## config.mk

```make
export PLATFORM = sky130hd
export DESIGN_NAME = lin_readout_device_flat
export DESIGN_NICKNAME = d
export VERILOG_FILES = /design/src/hw/lin_readout_pkg.sv /design/src/hw/lin_frame_if.sv /design/src/hw/lin_readout_device.sv /design/src/flat_wrapper.sv
export SDC_FILE = /design/constraint.sdc
export NUM_CORES = 1
export LEC_CHECK = 0
export ABC_AREA = 1
export BUFFER_PORTS_ARGS = -buffer_cell sky130_fd_sc_hd__buf_2
export CAP_MARGIN = 20
export CORE_MARGIN = 3
export CORE_UTILIZATION = 26
export CTS_CLUSTER_DIAMETER = 40
export DETAILED_ROUTE_END_ITERATION = 16
export PLACE_DENSITY_LB_ADDON = 0.2
export SLEW_MARGIN = 20
export SYNTH_ARGS = -nofsm -noshare
export SYNTH_HDL_FRONTEND = slang
export SYNTH_SLANG_ARGS = --single-unit
```

## constraint.sdc

```tcl
create_clock -name sys_clk -period 9.4 [get_ports sys_clk]
set_input_delay 0 -clock sys_clk [delete_from_list [all_inputs] [get_ports sys_clk]]
set_output_delay 0 -clock sys_clk [all_outputs]
set_load 0.05 [all_outputs]
```

## src/hw/lin_readout_pkg.sv

```systemverilog
// Shared constants, types and frame functions of the position/status readout
package lin_readout_pkg;

    // ----------------------------------------------------------------
    // Frame constants
    // ----------------------------------------------------------------
    localparam logic [5:0] PREP8_FRAME_ID  = 6'h3c;
    localparam logic [5:0] READ_FRAME_ID   = 6'h3d;
    localparam logic [7:0] APP_CMD_MARKER  = 8'h80;
    localparam logic [7:0] FILL_BYTE       = 8'hff;
    localparam logic [6:0] CMD_READ_POS    = 7'h00;
    localparam logic [6:0] CMD_READ_FULL   = 7'h01;
    localparam logic [3:0] FULL_ERR_HIGH   = 4'hf;
    localparam logic [3:0] PREP8_DATA_LEN  = 4'h8;
    localparam logic [3:0] PREP7_DATA_LEN  = 4'h2;
    localparam logic [3:0] RESP_DATA_LEN   = 4'h8;
    localparam logic [5:0] RESP_TIMEOUT    = 6'h28;

    typedef enum logic [1:0] {
        PEND_NONE,
        PEND_POS,
        PEND_FS1,
        PEND_FS2
    } pending_e;

    // ----------------------------------------------------------------
    // Protected identifier and classic checksum
    // ----------------------------------------------------------------
    function automatic logic [7:0] pid(input logic [5:0] id);
        logic p0;
        logic p1;
        p0 = id[0] ^ id[1] ^ id[2] ^ id[4];
        p1 = ~(id[1] ^ id[3] ^ id[4] ^ id[5]);
        return {p1, p0, id};
    endfunction

    function automatic logic [7:0] csum_add(input logic [7:0] acc, input logic [7:0] b);
        logic [8:0] s;
        s = {1'b0, acc} + {1'b0, b};
        return s[7:0] + {7'h00, s[8]};
    endfunction

endpackage

```

## src/hw/lin_frame_if.sv

```systemverilog
// Byte-level frame carrier between the bus master end and the device end
interface lin_frame_if (
    input wire logic sys_clk,
    input wire logic rst_n
);
    logic       m_valid;
    logic       m_start;
    logic [7:0] m_byte;
    logic       s_valid;
    logic [7:0] s_byte;

    modport master (
        input  sys_clk, rst_n, s_valid, s_byte,
        output m_valid, m_start, m_byte
    );
    modport device (
        input  sys_clk, rst_n, m_valid, m_start, m_byte,
        output s_valid, s_byte
    );
endinterface

```

## src/hw/lin_readout_device.sv

```systemverilog
// Device end: decodes preparing frames and answers the indirect reading frame
//
// Operation
// Type 8 prepare: id 0x3c, marker 80, FF accepted
// Position prepare: 1+cmd 0x00, 1+address
// Position answer: switch/address, position, status, FF
// Reading id 0x3d; full status answers twice
// Full-status completion clears the listed fault flags
// Second full-status response may be skipped
// Type 7 prepare followed by reading header
// Type 8 prepare followed by reading header
// Type 7 full: bit5 0, 1+cmd, 1+address
// Type 8 full: marker, 1+0x01, address, FF
// First full response layout, fixed byte order
// Second full response layout, fixed byte order
// Identifier parity generated and checked
// Position signed, meaningless low bits zeroed
// Position read clears no flag
// Classic inverted checksum with carry wraparound
module lin_readout_device (
    lin_frame_if.device       lnk,
    input  wire logic [6:0]   node_address,
    input  wire logic [4:0]   prep_dyn_id,
    input  wire logic         end_switch_input,
    input  wire logic [15:0]  actual_position,
    input  wire logic [15:0]  target_position,
    input  wire logic [10:0]  secondary_position,
    input  wire logic [7:0]   quick_status,
    input  wire logic [7:0]   run_hold_currents,
    input  wire logic [7:0]   speed_limits,
    input  wire logic         ramp_shape_select,
    input  wire logic [1:0]   microstep_resolution,
    input  wire logic         shaft_direction,
    input  wire logic [3:0]   acceleration,
    input  wire logic [2:0]   motion_state,
    input  wire logic         coil_x_overcurrent,
    input  wire logic         coil_y_overcurrent,
    input  wire logic         stall_flag,
    input  wire logic         charge_pump_fault,
    input  wire logic [3:0]   lin_errors,
    input  wire logic [3:0]   absolute_threshold,
    input  wire logic [3:0]   delta_threshold,
    input  wire logic [2:0]   fullstep_detect_window,
    input  wire logic         full_duty_flag,
    input  wire logic         absolute_block_flag,
    input  wire logic         delta_low_flag,
    input  wire logic         delta_high_flag,
    input  wire logic [2:0]   min_sample_count,
    input  wire logic         full_duty_detect_enable,
    input  wire logic         pwm_jitter_enable,
    output logic              flag_clear
);
    typedef enum logic [1:0] {D_IDLE, D_RX, D_TX} dev_state_e;

    dev_state_e                      state_reg;
    logic                            is8_reg;
    logic [3:0]                      cnt_reg;
    logic [7:0]                      acc_reg;
    logic [7:0]                      rx_reg [0:7];
    logic [7:0]                      tx_reg [0:7];
    logic [7:0]                      resp   [0:7];
    lin_readout_pkg::pending_e       pend_reg;
    logic                            s_valid_reg;
    logic [7:0]                      s_byte_reg;
    logic                            flag_clear_reg;
    logic [15:0]                     pos_masked;
    logic [3:0]                      data_len;
    logic                            rx_last;
    logic                            tx_last;
    logic                            cmd_ok;
    logic [6:0]                      cmd_code;
    wire sys_clk_w = lnk.sys_clk;
    wire rst_n_w   = lnk.rst_n;

    assign lnk.s_valid = s_valid_reg;
    assign lnk.s_byte  = s_byte_reg;
    assign flag_clear  = flag_clear_reg;

    // ----------------------------------------------------------------
    // Response contents
    // ----------------------------------------------------------------
    always_comb begin
        case (microstep_resolution)
            2'h0:    pos_masked = actual_position & 16'hfff8;
            2'h1:    pos_masked = actual_position & 16'hfffc;
            2'h2:    pos_masked = actual_position & 16'hfffe;
            default: pos_masked = actual_position;
        endcase
    end

    always_comb begin
        for (int i = 0; i < 8; i++) begin
            resp[i] = lin_readout_pkg::FILL_BYTE;
        end
        case (pend_reg)
            lin_readout_pkg::PEND_POS: begin
                resp[0] = {end_switch_input, node_address};
                resp[1] = pos_masked[15:8];
                resp[2] = pos_masked[7:0];
                resp[3] = quick_status;
            end
            lin_readout_pkg::PEND_FS1: begin
                resp[0] = {1'b1, node_address};
                resp[1] = run_hold_currents;
                resp[2] = speed_limits;
                resp[3] = {ramp_shape_select, microstep_resolution, shaft_direction,
                           acceleration};
                resp[4] = quick_status;
                resp[5] = {motion_state, end_switch_input, coil_x_overcurrent,
                           coil_y_overcurrent, stall_flag, charge_pump_fault};
                resp[6] = {lin_readout_pkg::FULL_ERR_HIGH, lin_errors};
                resp[7] = {absolute_threshold, delta_threshold};
            end
            lin_readout_pkg::PEND_FS2: begin
                resp[0] = {1'b1, node_address};
                resp[1] = pos_masked[15:8];
                resp[2] = pos_masked[7:0];
                resp[3] = target_position[15:8];
                resp[4] = target_position[7:0];
                resp[5] = secondary_position[7:0];
                resp[6] = {fullstep_detect_window, 1'b1, full_duty_flag,
                           secondary_position[10:8]};
                resp[7] = {absolute_block_flag, delta_low_flag, delta_high_flag,
                           min_sample_count, full_duty_detect_enable, pwm_jitter_enable};
            end
            default: begin
            end
        endcase
    end

    // ----------------------------------------------------------------
    // Preparing frame check
    // ----------------------------------------------------------------
    assign data_len = is8_reg ? lin_readout_pkg::PREP8_DATA_LEN
                              : lin_readout_pkg::PREP7_DATA_LEN;
    assign rx_last  = (state_reg == D_RX) && lnk.m_valid && !lnk.m_start
                      && (cnt_reg == data_len);
    assign tx_last  = (state_reg == D_TX) && (cnt_reg == lin_readout_pkg::RESP_DATA_LEN);

    always_comb begin
        if (is8_reg) begin
            cmd_code = rx_reg[1][6:0];
            cmd_ok   = (rx_reg[0] == lin_readout_pkg::APP_CMD_MARKER)
                       && rx_reg[1][7] && rx_reg[2][7]
                       && (rx_reg[2][6:0] == node_address);
        end else begin
            cmd_code = rx_reg[0][6:0];
            cmd_ok   = rx_reg[0][7] && rx_reg[1][7]
                       && (rx_reg[1][6:0] == node_address);
        end
        cmd_ok = cmd_ok && ((cmd_code == lin_readout_pkg::CMD_READ_POS)
                            || (cmd_code == lin_readout_pkg::CMD_READ_FULL));
    end

    // ----------------------------------------------------------------
    // Frame sequencer
    // ----------------------------------------------------------------
    always_ff @(posedge sys_clk_w or negedge rst_n_w) begin
        if (!rst_n_w) begin
            state_reg <= D_IDLE;
            is8_reg   <= 1'b0;
            cnt_reg   <= 4'h0;
            acc_reg   <= 8'h00;
        end else if (lnk.m_valid && lnk.m_start) begin
            cnt_reg <= 4'h0;
            acc_reg <= 8'h00;
            if (lnk.m_byte == lin_readout_pkg::pid(lin_readout_pkg::PREP8_FRAME_ID)) begin
                state_reg <= D_RX;
                is8_reg   <= 1'b1;
            end else if (lnk.m_byte == lin_readout_pkg::pid({1'b0, prep_dyn_id})) begin
                state_reg <= D_RX;
                is8_reg   <= 1'b0;
            end else if (lnk.m_byte == lin_readout_pkg::pid(lin_readout_pkg::READ_FRAME_ID)
                         && pend_reg != lin_readout_pkg::PEND_NONE) begin
                state_reg <= D_TX;
            end else begin
                state_reg <= D_IDLE;
            end
        end else if (state_reg == D_RX && lnk.m_valid) begin
            if (rx_last) begin
                state_reg <= D_IDLE;
            end else begin
                cnt_reg <= cnt_reg + 4'h1;
                acc_reg <= lin_readout_pkg::csum_add(acc_reg, lnk.m_byte);
            end
        end else if (state_reg == D_TX) begin
            if (tx_last) begin
                state_reg <= D_IDLE;
            end else begin
                cnt_reg <= cnt_reg + 4'h1;
                acc_reg <= lin_readout_pkg::csum_add(acc_reg, tx_reg[cnt_reg[2:0]]);
            end
        end
    end

    // Data bytes of a preparing frame; filler bytes stored, never checked
    always_ff @(posedge sys_clk_w or negedge rst_n_w) begin
        if (!rst_n_w) begin
            for (int i = 0; i < 8; i++) begin
                rx_reg[i] <= 8'h00;
            end
        end else if (state_reg == D_RX && lnk.m_valid && !lnk.m_start && !rx_last) begin
            rx_reg[cnt_reg[2:0]] <= lnk.m_byte;
        end
    end

    // Snapshot of the answer at the reading header
    always_ff @(posedge sys_clk_w or negedge rst_n_w) begin
        if (!rst_n_w) begin
            for (int i = 0; i < 8; i++) begin
                tx_reg[i] <= 8'h00;
            end
        end else if (lnk.m_valid && lnk.m_start) begin
            for (int i = 0; i < 8; i++) begin
                tx_reg[i] <= resp[i];
            end
        end
    end

    // ----------------------------------------------------------------
    // Pending command and flag clearing
    // ----------------------------------------------------------------
    always_ff @(posedge sys_clk_w or negedge rst_n_w) begin
        if (!rst_n_w) begin
            pend_reg       <= lin_readout_pkg::PEND_NONE;
            flag_clear_reg <= 1'b0;
        end else begin
            flag_clear_reg <= 1'b0;
            if (rx_last && lnk.m_byte == ~acc_reg && cmd_ok) begin
                if (cmd_code == lin_readout_pkg::CMD_READ_FULL) begin
                    pend_reg <= lin_readout_pkg::PEND_FS1;
                end else begin
                    pend_reg <= lin_readout_pkg::PEND_POS;
                end
            end else if (tx_last) begin
                case (pend_reg)
                    lin_readout_pkg::PEND_FS1: begin
                        pend_reg       <= lin_readout_pkg::PEND_FS2;
                        flag_clear_reg <= 1'b1;
                    end
                    default: pend_reg <= lin_readout_pkg::PEND_NONE;
                endcase
            end
        end
    end

    // ----------------------------------------------------------------
    // Response byte output
    // ----------------------------------------------------------------
    always_ff @(posedge sys_clk_w or negedge rst_n_w) begin
        if (!rst_n_w) begin
            s_valid_reg <= 1'b0;
            s_byte_reg  <= 8'h00;
        end else begin
            s_valid_reg <= (state_reg == D_TX) && !(lnk.m_valid && lnk.m_start);
            s_byte_reg  <= tx_last ? ~acc_reg : tx_reg[cnt_reg[2:0]];
        end
    end

endmodule // lin_readout_device

```

## src/flat_wrapper.sv

```systemverilog
// flat-port wrapper written by rule: the top's interface ports become plain ports
module lin_readout_device_flat 
  (node_address, prep_dyn_id, end_switch_input, actual_position, target_position, secondary_position, quick_status, run_hold_currents, speed_limits, ramp_shape_select, microstep_resolution, shaft_direction, acceleration, motion_state, coil_x_overcurrent, coil_y_overcurrent, stall_flag, charge_pump_fault, lin_errors, absolute_threshold, delta_threshold, fullstep_detect_window, full_duty_flag, absolute_block_flag, delta_low_flag, delta_high_flag, min_sample_count, full_duty_detect_enable, pwm_jitter_enable, flag_clear, sys_clk, rst_n, lnk_m_valid, lnk_m_start, lnk_m_byte, lnk_s_valid, lnk_s_byte);
  lin_frame_if lnk_i (.sys_clk(sys_clk), .rst_n(rst_n));
  input  wire logic [6:0] node_address;
  input  wire logic [4:0] prep_dyn_id;
  input  wire logic end_switch_input;
  input  wire logic [15:0] actual_position;
  input  wire logic [15:0] target_position;
  input  wire logic [10:0] secondary_position;
  input  wire logic [7:0] quick_status;
  input  wire logic [7:0] run_hold_currents;
  input  wire logic [7:0] speed_limits;
  input  wire logic ramp_shape_select;
  input  wire logic [1:0] microstep_resolution;
  input  wire logic shaft_direction;
  input  wire logic [3:0] acceleration;
  input  wire logic [2:0] motion_state;
  input  wire logic coil_x_overcurrent;
  input  wire logic coil_y_overcurrent;
  input  wire logic stall_flag;
  input  wire logic charge_pump_fault;
  input  wire logic [3:0] lin_errors;
  input  wire logic [3:0] absolute_threshold;
  input  wire logic [3:0] delta_threshold;
  input  wire logic [2:0] fullstep_detect_window;
  input  wire logic full_duty_flag;
  input  wire logic absolute_block_flag;
  input  wire logic delta_low_flag;
  input  wire logic delta_high_flag;
  input  wire logic [2:0] min_sample_count;
  input  wire logic full_duty_detect_enable;
  input  wire logic pwm_jitter_enable;
  output logic flag_clear;
  input wire logic sys_clk;
  input wire logic rst_n;
  input wire logic [$bits(lnk_i.m_valid)-1:0] lnk_m_valid;
  input wire logic [$bits(lnk_i.m_start)-1:0] lnk_m_start;
  input wire logic [$bits(lnk_i.m_byte)-1:0] lnk_m_byte;
  output wire logic [$bits(lnk_i.s_valid)-1:0] lnk_s_valid;
  output wire logic [$bits(lnk_i.s_byte)-1:0] lnk_s_byte;
  assign lnk_i.m_valid = lnk_m_valid;
  assign lnk_i.m_start = lnk_m_start;
  assign lnk_i.m_byte = lnk_m_byte;
  assign lnk_s_valid = lnk_i.s_valid;
  assign lnk_s_byte = lnk_i.s_byte;
  lin_readout_device u_core (.lnk(lnk_i), .node_address(node_address), .prep_dyn_id(prep_dyn_id), .end_switch_input(end_switch_input), .actual_position(actual_position), .target_position(target_position), .secondary_position(secondary_position), .quick_status(quick_status), .run_hold_currents(run_hold_currents), .speed_limits(speed_limits), .ramp_shape_select(ramp_shape_select), .microstep_resolution(microstep_resolution), .shaft_direction(shaft_direction), .acceleration(acceleration), .motion_state(motion_state), .coil_x_overcurrent(coil_x_overcurrent), .coil_y_overcurrent(coil_y_overcurrent), .stall_flag(stall_flag), .charge_pump_fault(charge_pump_fault), .lin_errors(lin_errors), .absolute_threshold(absolute_threshold), .delta_threshold(delta_threshold), .fullstep_detect_window(fullstep_detect_window), .full_duty_flag(full_duty_flag), .absolute_block_flag(absolute_block_flag), .delta_low_flag(delta_low_flag), .delta_high_flag(delta_high_flag), .min_sample_count(min_sample_count), .full_duty_detect_enable(full_duty_detect_enable), .pwm_jitter_enable(pwm_jitter_enable), .flag_clear(flag_clear));
endmodule
```

After elaboration in Yosys (flattened, before gate mapping) --
Cells that the tools add are included.
Storage, ports and cells: input port bits 131, register bits 155, word-level logic and storage cells 130
Operators by class: reduce and logical (&&, ||, !) cells 31, $add $sub $neg 5, muxes and demuxes 40, $lt $le $gt $ge 2, bitwise gates (word level) 8, equality and inequality tests 20
Operators with widths (count):
- case mux 32 bit (3 select lines) | 1
- two-way mux 8 bit | 9
- bitwise mux 64 bit | 1
- case mux 32 bit (2 select lines) | 1
- binary-select mux 8 bit (select 3 bit) | 1
- demux 8 bit (select 3 bit) | 1
- two-way mux 2 bit | 12
- two-way mux 4 bit | 6
- adder 8 x 8 -> 9 bit | 2
- logical AND 1 bit | 17
- adder 8 x 1 -> 8 bit | 2
- equality test 8 bit | 2
- equality test 7 bit | 2
- case mux 3 bit (3 select lines) | 1
- equality test 2 bit (second input constant) | 4
- equality test 8 x 6 -> 1 bit (second input constant) | 1
- equality test 8 x 7 -> 1 bit (second input constant) | 1
- equality test 8 bit (second input constant) | 1
- inverter 8 bit | 1
- equality test 7 x 1 -> 1 bit (second input constant) | 1
- logical NOT 7 bit | 1
- two-way mux 7 bit | 1
- equality test 2 x 1 -> 1 bit (second input constant) | 3
- two-way mux 1 bit | 6
- 17 further kinds | 28

Logic depth before layout (Yosys ltp) --
Gate-level depths: netlist (run 1).
word-level depth 10, mapped depth 24, depth with buffers taken out 23

Least setup slack after synthesis (run 1) --
No wires, ideal clock.
kind register -> register, from register u_core.cnt_reg[0], to register u_core.acc_reg[6], cell stages (with the launch flop) 24, data required time 9.283 ns, arrival 2.971 ns, path slack 6.312 ns, period minus slack after synthesis 3.088 ns, path through dfrtp_1 -> inv_2 -> buf_2 -> a21oi_1 -> o21ai_0 -> nand2_1 -> nand2_1 -> nand3_1 -> ha_1 -> fa_1 -> nand3_1 -> nand3_1 -> a21oi_1 -> o21bai_1 -> ha_1 -> ha_1 -> inv_1 -> nor2_1 -> nand3_1 -> nor2_1 -> nand2_1 -> nand3_1 -> nand3_1 -> nand2_1
Between the ends: longest elaborated chain between the ends 10, elaborated cells on any way between the ends 17
RTL lines:
- from (decl) | RTL line lin_readout_device.sv:57 | logic [3:0] cnt_reg;
- from (signal assigned) | RTL line lin_readout_device.sv:183 | cnt_reg <= cnt_reg + 4'h1;
- from (signal assigned) | RTL line lin_readout_device.sv:190 | cnt_reg <= cnt_reg + 4'h1;
- inverter 3 -> 4 bit (not written as such) | RTL line lin_readout_device.sv:191 | acc_reg <= lin_readout_pkg::csum_add(acc_reg, tx_reg[cnt_reg[2:0]]);
- binary-select mux 8 bit (select 3 bit) | RTL line lin_readout_device.sv:191
- two-way mux 8 bit (not written as such) (2 in a row) | RTL line lin_readout_device.sv:191
- adder 8 x 8 -> 9 bit | RTL line lin_readout_pkg.sv:39 | s = {1'b0, acc} + {1'b0, b};
- adder 8 x 1 -> 8 bit | RTL line lin_readout_pkg.sv:40 | return s[7:0] + {7'h00, s[8]};
- two-way mux 8 bit | RTL line lin_readout_device.sv:187 | if (tx_last) begin
- two-way mux 8 bit | RTL line lin_readout_device.sv:186 | end else if (state_reg == D_TX) begin
- two-way mux 8 bit | RTL line lin_readout_device.sv:179 | end else if (state_reg == D_RX && lnk.m_valid) begin
- two-way mux 8 bit | RTL line lin_readout_device.sv:164 | end else if (lnk.m_valid && lnk.m_start) begin
- to (signal assigned) | RTL line lin_readout_device.sv:184 | acc_reg <= lin_readout_pkg::csum_add(acc_reg, lnk.m_byte);
- to (signal assigned) | RTL line lin_readout_device.sv:191
- to (decl) | RTL line lin_readout_device.sv:58 | logic [7:0] acc_reg;
Several ways; a longest one is shown, not always the timed one. The select of a mux whose other input is x is not followed. A chain may end at the register's enable or synchronous reset.

Worst setup path after layout (run 1) --
Ends and elaborated chain as after synthesis.

==> results of run 1 <==
area by class of cell:
class                           instances  share of cell area
Clock buffer                           17              0.0432
Clock inverter                         15              0.0159
Inverter                              103              0.0408
Multi-Input combinational cell        676               0.367
Sequential cell                       115               0.292
Tap cell                              335              0.0425
Timing Repair Buffer                  266               0.199
synth_stat cells, types with 3 or more instances:
cell type,count
sky130_fd_sc_hd__inv_1,92
sky130_fd_sc_hd__xnor2_1,9
sky130_fd_sc_hd__ha_1,22
sky130_fd_sc_hd__clkbuf_1,20
sky130_fd_sc_hd__nand2_1,250
sky130_fd_sc_hd__xor2_1,5
sky130_fd_sc_hd__buf_2,11
sky130_fd_sc_hd__nor3_1,7
sky130_fd_sc_hd__nand2_2,3
sky130_fd_sc_hd__o221ai_1,43
sky130_fd_sc_hd__nand4_1,15
sky130_fd_sc_hd__nand3_2,3
sky130_fd_sc_hd__nand3_1,64
sky130_fd_sc_hd__a21oi_1,52
sky130_fd_sc_hd__o22ai_1,3
sky130_fd_sc_hd__buf_6,5
sky130_fd_sc_hd__nor2_2,6
sky130_fd_sc_hd__o21ai_0,89
sky130_fd_sc_hd__o21ai_1,6
sky130_fd_sc_hd__dfrtp_1,115
sky130_fd_sc_hd__a31oi_1,8
sky130_fd_sc_hd__inv_2,8
sky130_fd_sc_hd__a22oi_1,7
sky130_fd_sc_hd__nor2_1,53
cells by family (layout without fill, tap and decap cells):
kind of cell / count (synthesis) / after routing / synth area share
simple gates: 412 / 412 / 0.253
compound gates: 226 / 226 / 0.195
fa+ha+maj: 24 / 24 / 0.0444
flops: 115 / 115 / 0.405
xor+xnor: 14 / 14 / 0.0173
buf+inv: 141 / 401 / 0.0849
stage by stage:
step	util	power [mW]	hold WS, ns	area [um2]	setup slack (ns)
final	0.373	2.28	0.000211	9860	5.41
after global routing	0.373	2.46	0.0247	9860	4.85
after CTS	0.373	2.29	0.00764	9860	5.39
after detailed placement	0.304	1.59	0.0851	8040	5.42
after global placement	0.304	1.59	0.0793	8040	5.54
after floorplan	-	1.32	-0.296	7100	6.31
what timing repair did:
action	in CTS	in global routing
hold buffers	123	0
endpoints found under the setup margin	0	0
endpoints found under the hold margin	128	0
power groups by stage:
stage                     Combinational [mW]  Sequential (mW)  Clock (mW)
after floorplan                        0.638            0.685           0
after global placement                 0.923            0.667           0
after detailed placement               0.927            0.667           0
after CTS                              0.972            0.659       0.661
after global routing                    1.11            0.671       0.684
final                                  0.968            0.658       0.651
how the worst max path moves through the flow:
stage / startpoint / to / slack [ns] / cells after the start
floorplan: u_core.cnt_reg[0]$_DFFE_PN0P_ / u_core.acc_reg[6]$_DFFE_PN0P_ / 6.31 / 23
global placement: u_core.cnt_reg[0]$_DFFE_PN0P_ / u_core.acc_reg[6]$_DFFE_PN0P_ / 5.54 / 19
detailed placement: u_core.cnt_reg[0]$_DFFE_PN0P_ / u_core.acc_reg[6]$_DFFE_PN0P_ / 5.42 / 19
CTS: u_core.cnt_reg[0]$_DFFE_PN0P_ / u_core.acc_reg[6]$_DFFE_PN0P_ / 5.39 / 19
global route: u_core.cnt_reg[0]$_DFFE_PN0P_ / u_core.acc_reg[6]$_DFFE_PN0P_ / 4.85 / 19
finish: u_core.cnt_reg[0]$_DFFE_PN0P_ / u_core.acc_reg[6]$_DFFE_PN0P_ / 5.41 / 19
per-layer routing:
metal / vias to the layer above / track usage / part of all wire
met5: - / 0 / 0
met4: 0 / 0.0437 / 0.016
met3: 25 / 0.0287 / 0.033
met2: 149 / 0.290 / 0.47
met1: 3335 / 0.236 / 0.49
li1: 3662 / - / -
critical path, cell delays in order, from the launching register on:
cell                       delay [ns]
sky130_fd_sc_hd__dfrtp_1         0.78
sky130_fd_sc_hd__inv_2           0.43
sky130_fd_sc_hd__nor2_2          0.43
sky130_fd_sc_hd__a22oi_1         0.15
sky130_fd_sc_hd__nand3_1         0.14
sky130_fd_sc_hd__ha_1            0.22
sky130_fd_sc_hd__fa_1            0.25
sky130_fd_sc_hd__nand3_1         0.11
sky130_fd_sc_hd__nand3_1         0.09
sky130_fd_sc_hd__a21oi_1         0.07
sky130_fd_sc_hd__o21bai_1        0.13
sky130_fd_sc_hd__ha_1            0.18
sky130_fd_sc_hd__ha_1            0.18
sky130_fd_sc_hd__inv_1           0.05
sky130_fd_sc_hd__nor2_1          0.13
sky130_fd_sc_hd__nand3_1         0.13
sky130_fd_sc_hd__o21ai_0         0.17
sky130_fd_sc_hd__nand3_1         0.09
sky130_fd_sc_hd__nand3_1         0.09
sky130_fd_sc_hd__nand2_1         0.05
==> impl_metrics.json, run 1 <==
{
  "power_switching_mw": 0.959,
  "hold_path_end": "u_core.rx_reg[47]$_DFFE_PN0P_",
  "place_congestion": 0.860,
  "dp_cells": 1372,
  "grt_overflow_total": 0,
  "accumulated_negative_setup_slack_ns": 0,
  "grt_antenna_before_repair": 0,
  "drt-initial-drc-count": 410,
  "rsz0062_at_grt": "no",
  "mappedNetlistArea_mm2": 0.00710,
  "remaining_drc_errors": 0,
  "criticalPathCategory": "flip-flop to flip-flop",
  "synth_enable_flop_cells": 0,
  "via_count_of_the_first_global_routing_pass": 7139,
  "hp-start": "lnk_m_byte[7]",
  "worst_setup_path_start_kind": "flip-flop",
  "largest_register_ff_count": 64,
  "power_frac_comb": 0.425,
  "total_leakage_power_nw": 4.69,
  "design.core.area_mm2": 0.0264,
  "initial_utilization": 0.269,
  "finalHoldViolCount": 0,
  "run_status": "finished, final reports clean",
  "net_count_after_synthesis": 1087,
  "yosys_warnings": 0,
  "seq_power_share": 0.289,
  "synthToLayoutAreaGrowth_pct": 38.8,
  "ys_async_sr_fraction": 1.00,
  "clock_tree_from_tritoncts": "yes",
  "chipWidth_um": 171,
  "routed_wl_um": 25100,
  "final_cells": 1527,
  "finalSetupViolations": 0,
  "critical_path_peak_fanout": 34,
  "actual_slew_at_the_worst_max_slew_pin_ns": 1.06,
  "syn-instance-count": 932,
  "p_per_area_mw_per_mm2": 231,
  "grt_first_pass_wirelength_um": 39300,
  "die_h_um": 171,
  "clock_insertion_delay_worst_skew_ns": 0.43,
  "synthesis.area_per_instance_um2": 7.62,
  "grt_max_degree": 87,
  "design.die.area_mm2": 0.0293,
  "synth_sequential_area_ratio": 0.405,
  "critical_path_arrival_ns": 4.31,
  "share_of_final_layout_standard_cells_stronger_than_drive_strength_1": 0.178,
  "fillers": 2808,
  "num_io_pins": 141,
  "max_freq_mhz": 250,
  "n_antenna_cell": 0,
  "worst_r2r_startpoint": "u_core.cnt_reg[0]$_DFFE_PN0P_",
  "route.detailed.wl_per_inst_um": 16.5,
  "place.port_buffers": 140,
  "timing.critical_path.required_ns": 9.71,
  "synth_top_area_frac": 0.405,
  "cts_root_buf": "sky130_fd_sc_hd__clkbuf_16",
  "hold_path_class": "primary input to flip-flop",
  "maximum_vdd_drop_uv": 141,
  "cts_setup_buffers": 0,
  "max_cap_viol_count": 0,
  "cell_internal_pwr_mw": 1.32,
  "worst_r2r_endpoint": "u_core.acc_reg[6]$_DFFE_PN0P_",
  "first_pass_iters": 4,
  "timing.max_slew.rel_slack": 0.291,
  "yosys.area.top_type": "sky130_fd_sc_hd__dfrtp_1",
  "place.detailed.hpwl_um": 18700,
  "layout_min_cycle_time_ns": 3.99,
  "clk_pin_slew_worst_setup_hold_paths_ns": 0.06,
  "synth_area_leaders": "sky130_fd_sc_hd__dfrtp_1, sky130_fd_sc_hd__nand2_1, sky130_fd_sc_hd__o21ai_0",
  "ys_types": 50,
  "num_vias": 7171,
  "cts_buffer_depth": 2,
  "power.share.clock": 0.286,
  "cts_htree_levels": 4,
  "final_cell_mix": "sky130_fd_sc_hd__nand2_1, sky130_fd_sc_hd__buf_2, sky130_fd_sc_hd__dlygate4sd3_1",
  "floorplan.rows": 59,
  "clock_sink_count": 115,
  "tritoncts.num_buffers": 17,
  "grt_util_all_layers": 0.174,
  "antenna_violating_nets_post_route": 0,
  "num-nets-final": 1334,
  "ff_latch_area_mm2": 0.00288,
  "sw_frac_of_total": 0.421,
  "cts_repair_resize_count": 0,
  "layout_worst_path_cycle_share": 0.425,
  "maxSlewViolCount": 0,
  "postSynth.topFlopCell": "sky130_fd_sc_hd__dfrtp_1",
  "flop_and_latch_count_out_of_synthesis": 115,
  "reg2regPathDepth": 19,
  "whs_path_depth": 3,
  "critical_path.endpoint_type": "flip-flop",
  "final.setup_skew_ns": 0.0132,
  "rrSetupSlack_ns": 5.41,
  "final_common_cell": "sky130_fd_sc_hd__nand2_1",
  "avgViaCountPerCell": 4.70,
  "multi_input_comb_area_mm2": 0.00362
}
Note: power is estimated with default switching activity, not from simulation.
==> run 2: changes to the inputs <==
==> constraint.sdc (replaced) <==
create_clock -name sys_clk -period 4.2 [get_ports sys_clk]
set_input_delay 0 -clock sys_clk [delete_from_list [all_inputs] [get_ports sys_clk]]
set_output_delay 0 -clock sys_clk [all_outputs]
set_load 0.05 [all_outputs]
==> run 2 against run 1 <==
  * Via count up 1.4%
  * Total power up 130%
  * Non-clock buffer count up 6
  * Clock skew down 0.0018 ns
  * Core utilization up 0.19 points
  * Clock power up 120%
  * Flip-flop and latch count unchanged
  * Largest cell class unchanged
  * Highest routed layer unchanged
==> impl_metrics.json, run 2 (synthesis gave the netlist of run 1 again) <==
{
  "final_common_cell": "sky130_fd_sc_hd__nand2_1",
  "place_congestion": 0.865,
  "chipWidth_um": 171,
  "dp_cells": 1377,
  "clock_tree_from_tritoncts": "yes",
  "timing.critical_path.slowest_stage_cell": "sky130_fd_sc_hd__fa_1",
  "die_h_um": 171,
  "grt_overflow_total": 0,
  "floorplan.rows": 59,
  "final.setup_skew_ns": 0.0114,
  "worst_r2r_endpoint": "u_core.acc_reg[6]$_DFFE_PN0P_",
  "cts_htree_levels": 4,
  "synthToLayoutAreaGrowth_pct": 39.5,
  "cts_root_buf": "sky130_fd_sc_hd__clkbuf_16",
  "max_freq_mhz": 282,
  "total_leakage_power_nw": 4.71,
  "timing.max_slew.rel_slack": 0.468,
  "layout_min_cycle_time_ns": 3.55,
  "placement.cell_area_mm2": 0.00808,
  "dp_slack_ns": 0.658,
  "initial_utilization": 0.269,
  "largest_register_ff_count": 64,
  "drt-initial-drc-count": 355,
  "clk_pin_slew_worst_setup_hold_paths_ns": 0.06,
  "critical_path_arrival_ns": 3.85,
  "share_of_final_layout_standard_cells_stronger_than_drive_strength_1": 0.181,
  "first_pass_iters": 5,
  "layout.cell_area.non_filler_mm2": 0.00991,
  "n_antenna_cell": 0,
  "critical_path.startpoint": "u_core.cnt_reg[1]$_DFFE_PN0P_",
  "rrSetupSlack_ns": 0.65,
  "run_status": "finished, final reports clean",
  "routed_wl_um": 25700,
  "critical_path.endpoint_type": "flip-flop",
  "hold_path_class": "primary input to flip-flop",
  "finalHoldViolCount": 0,
  "accumulated_negative_setup_slack_ns": 0,
  "route.detailed.wl_per_inst_um": 16.8,
  "p_per_area_mw_per_mm2": 518,
  "max_cap_viol_count": 0,
  "fin_util": 0.375,
  "grt_util_all_layers": 0.179,
  "grt_max_degree": 76,
  "maximum_vdd_drop_uv": 257,
  "timing.critical_path.required_ns": 4.50,
  "final_cell_mix": "sky130_fd_sc_hd__nand2_1, sky130_fd_sc_hd__buf_2, sky130_fd_sc_hd__dlygate4sd3_1",
  "clock_insertion_delay_worst_skew_ns": 0.42,
  "place.detailed.hpwl_um": 19000,
  "clock_sink_count": 115,
  "tritoncts.num_buffers": 17,
  "criticalPathCategory": "flip-flop to flip-flop",
  "post_route_worst_hold_slack_ns": 0.0133,
  "avgViaCountPerCell": 4.74,
  "remaining_drc_errors": 0,
  "design.die.area_mm2": 0.0293,
  "worst_r2r_startpoint": "u_core.cnt_reg[1]$_DFFE_PN0P_",
  "timing.critical_path.mode_cell": "sky130_fd_sc_hd__nand3_1",
  "endpoint": "u_core.acc_reg[6]$_DFFE_PN0P_",
  "timing.critical_path.cells": "inv_1, nor2_1, inv_1, a21oi_1, o21ai_0, nand3_1, ha_1, fa_1, nand3_1, nand3_1, a21oi_1, o21bai_1, ha_1, ha_1, inv_1, nor2_1, nand3_1, nor2_1, nand2_1, nand3_1, nand3_1, nand2_1",
  "cts_setup_buffers": 0,
  "num-nets-final": 1340,
  "worst_setup_path_start_kind": "flip-flop",
  "critical_path_peak_fanout": 12,
  "via_count_of_the_first_global_routing_pass": 7475,
  "maxSlewViolCount": 0,
  "grt_antenna_before_repair": 0,
  "grt_first_pass_wirelength_um": 41000,
  "finalSetupViolations": 0,
  "worst_slack_ns": 0.650,
  "place.port_buffers": 140,
  "final_cells": 1533,
  "cts_repair_resize_count": 0,
  "num_io_pins": 141,
  "rsz0062_at_grt": "no",
  "num_vias": 7269,
  "cts_buffer_depth": 2,
  "reg2regPathDepth": 22,
  "cts_hold_buf": 123,
  "design.core.area_mm2": 0.0264,
  "totalPowerFinal_mw": 5.13,
  "antenna_violating_nets_post_route": 0,
  "actual_slew_at_the_worst_max_slew_pin_ns": 0.797,
  "critical_path.max_stage_delay_ns": 0.43,
  "layout_worst_path_cycle_share": 0.845
}
==> run 2: cell type report <==
class	instances	area, um2
clock buffers	18	429
clock inverters	14	151
fillers	2786	16500
inverters	103	402
multi-input cells	676	3620
flip-flops and latches	115	2880
well taps	335	419
repair buffers	272	2010
==> run 2: worst min path at each step <==
stage                     slack [ns]  cells past startpoint          startpoint                            end
after floorplan                -0.30                      0               rst_n  u_core.acc_reg[0]$_DFFE_PN0P_
after global placement          0.12                      1               rst_n  u_core.tx_reg[13]$_DFFE_PN0P_
after detailed placement        0.13                      1               rst_n  u_core.tx_reg[15]$_DFFE_PN0P_
after CTS                      0.006                      4  actual_position[2]  u_core.tx_reg[42]$_DFFE_PN0P_
after global routing            0.02                      3       lnk_m_byte[6]  u_core.rx_reg[62]$_DFFE_PN0P_
final                           0.01                      3       lnk_m_byte[6]  u_core.rx_reg[62]$_DFFE_PN0P_
==> run 2: routing by layer <==
metal / part of all wire / vias to the layer above / GRT usage
met1: 0.48 / 3409 / 0.240
met3: 0.035 / 20 / 0.0278
met2: 0.47 / 157 / 0.309
met4: 0.010 / 0 / 0.0346
li1: - / 3683 / -
met5: 0 / - / 0
==> run 2: worst max-delay path: cells and delay by family (launching register included) <==
| kind | cells | cell delay (ns) |
|---|---|---|
| flip-flops | 1 | 0.37 |
| AO/OA/AOI/OAI | 4 | 0.36 |
| AND/OR/NAND/NOR | 11 | 0.98 |
| adder cells (fa/ha/maj) | 4 | 1.12 |
| buffers and inverters | 3 | 0.61 |
==> run 2: where the power goes <==
part | switching [mW] | internal, mW
Combinational | 1.43 | 0.801
Sequential | 0.167 | 1.29
Clock | 0.573 | 0.879
Total | 2.17 | 2.97
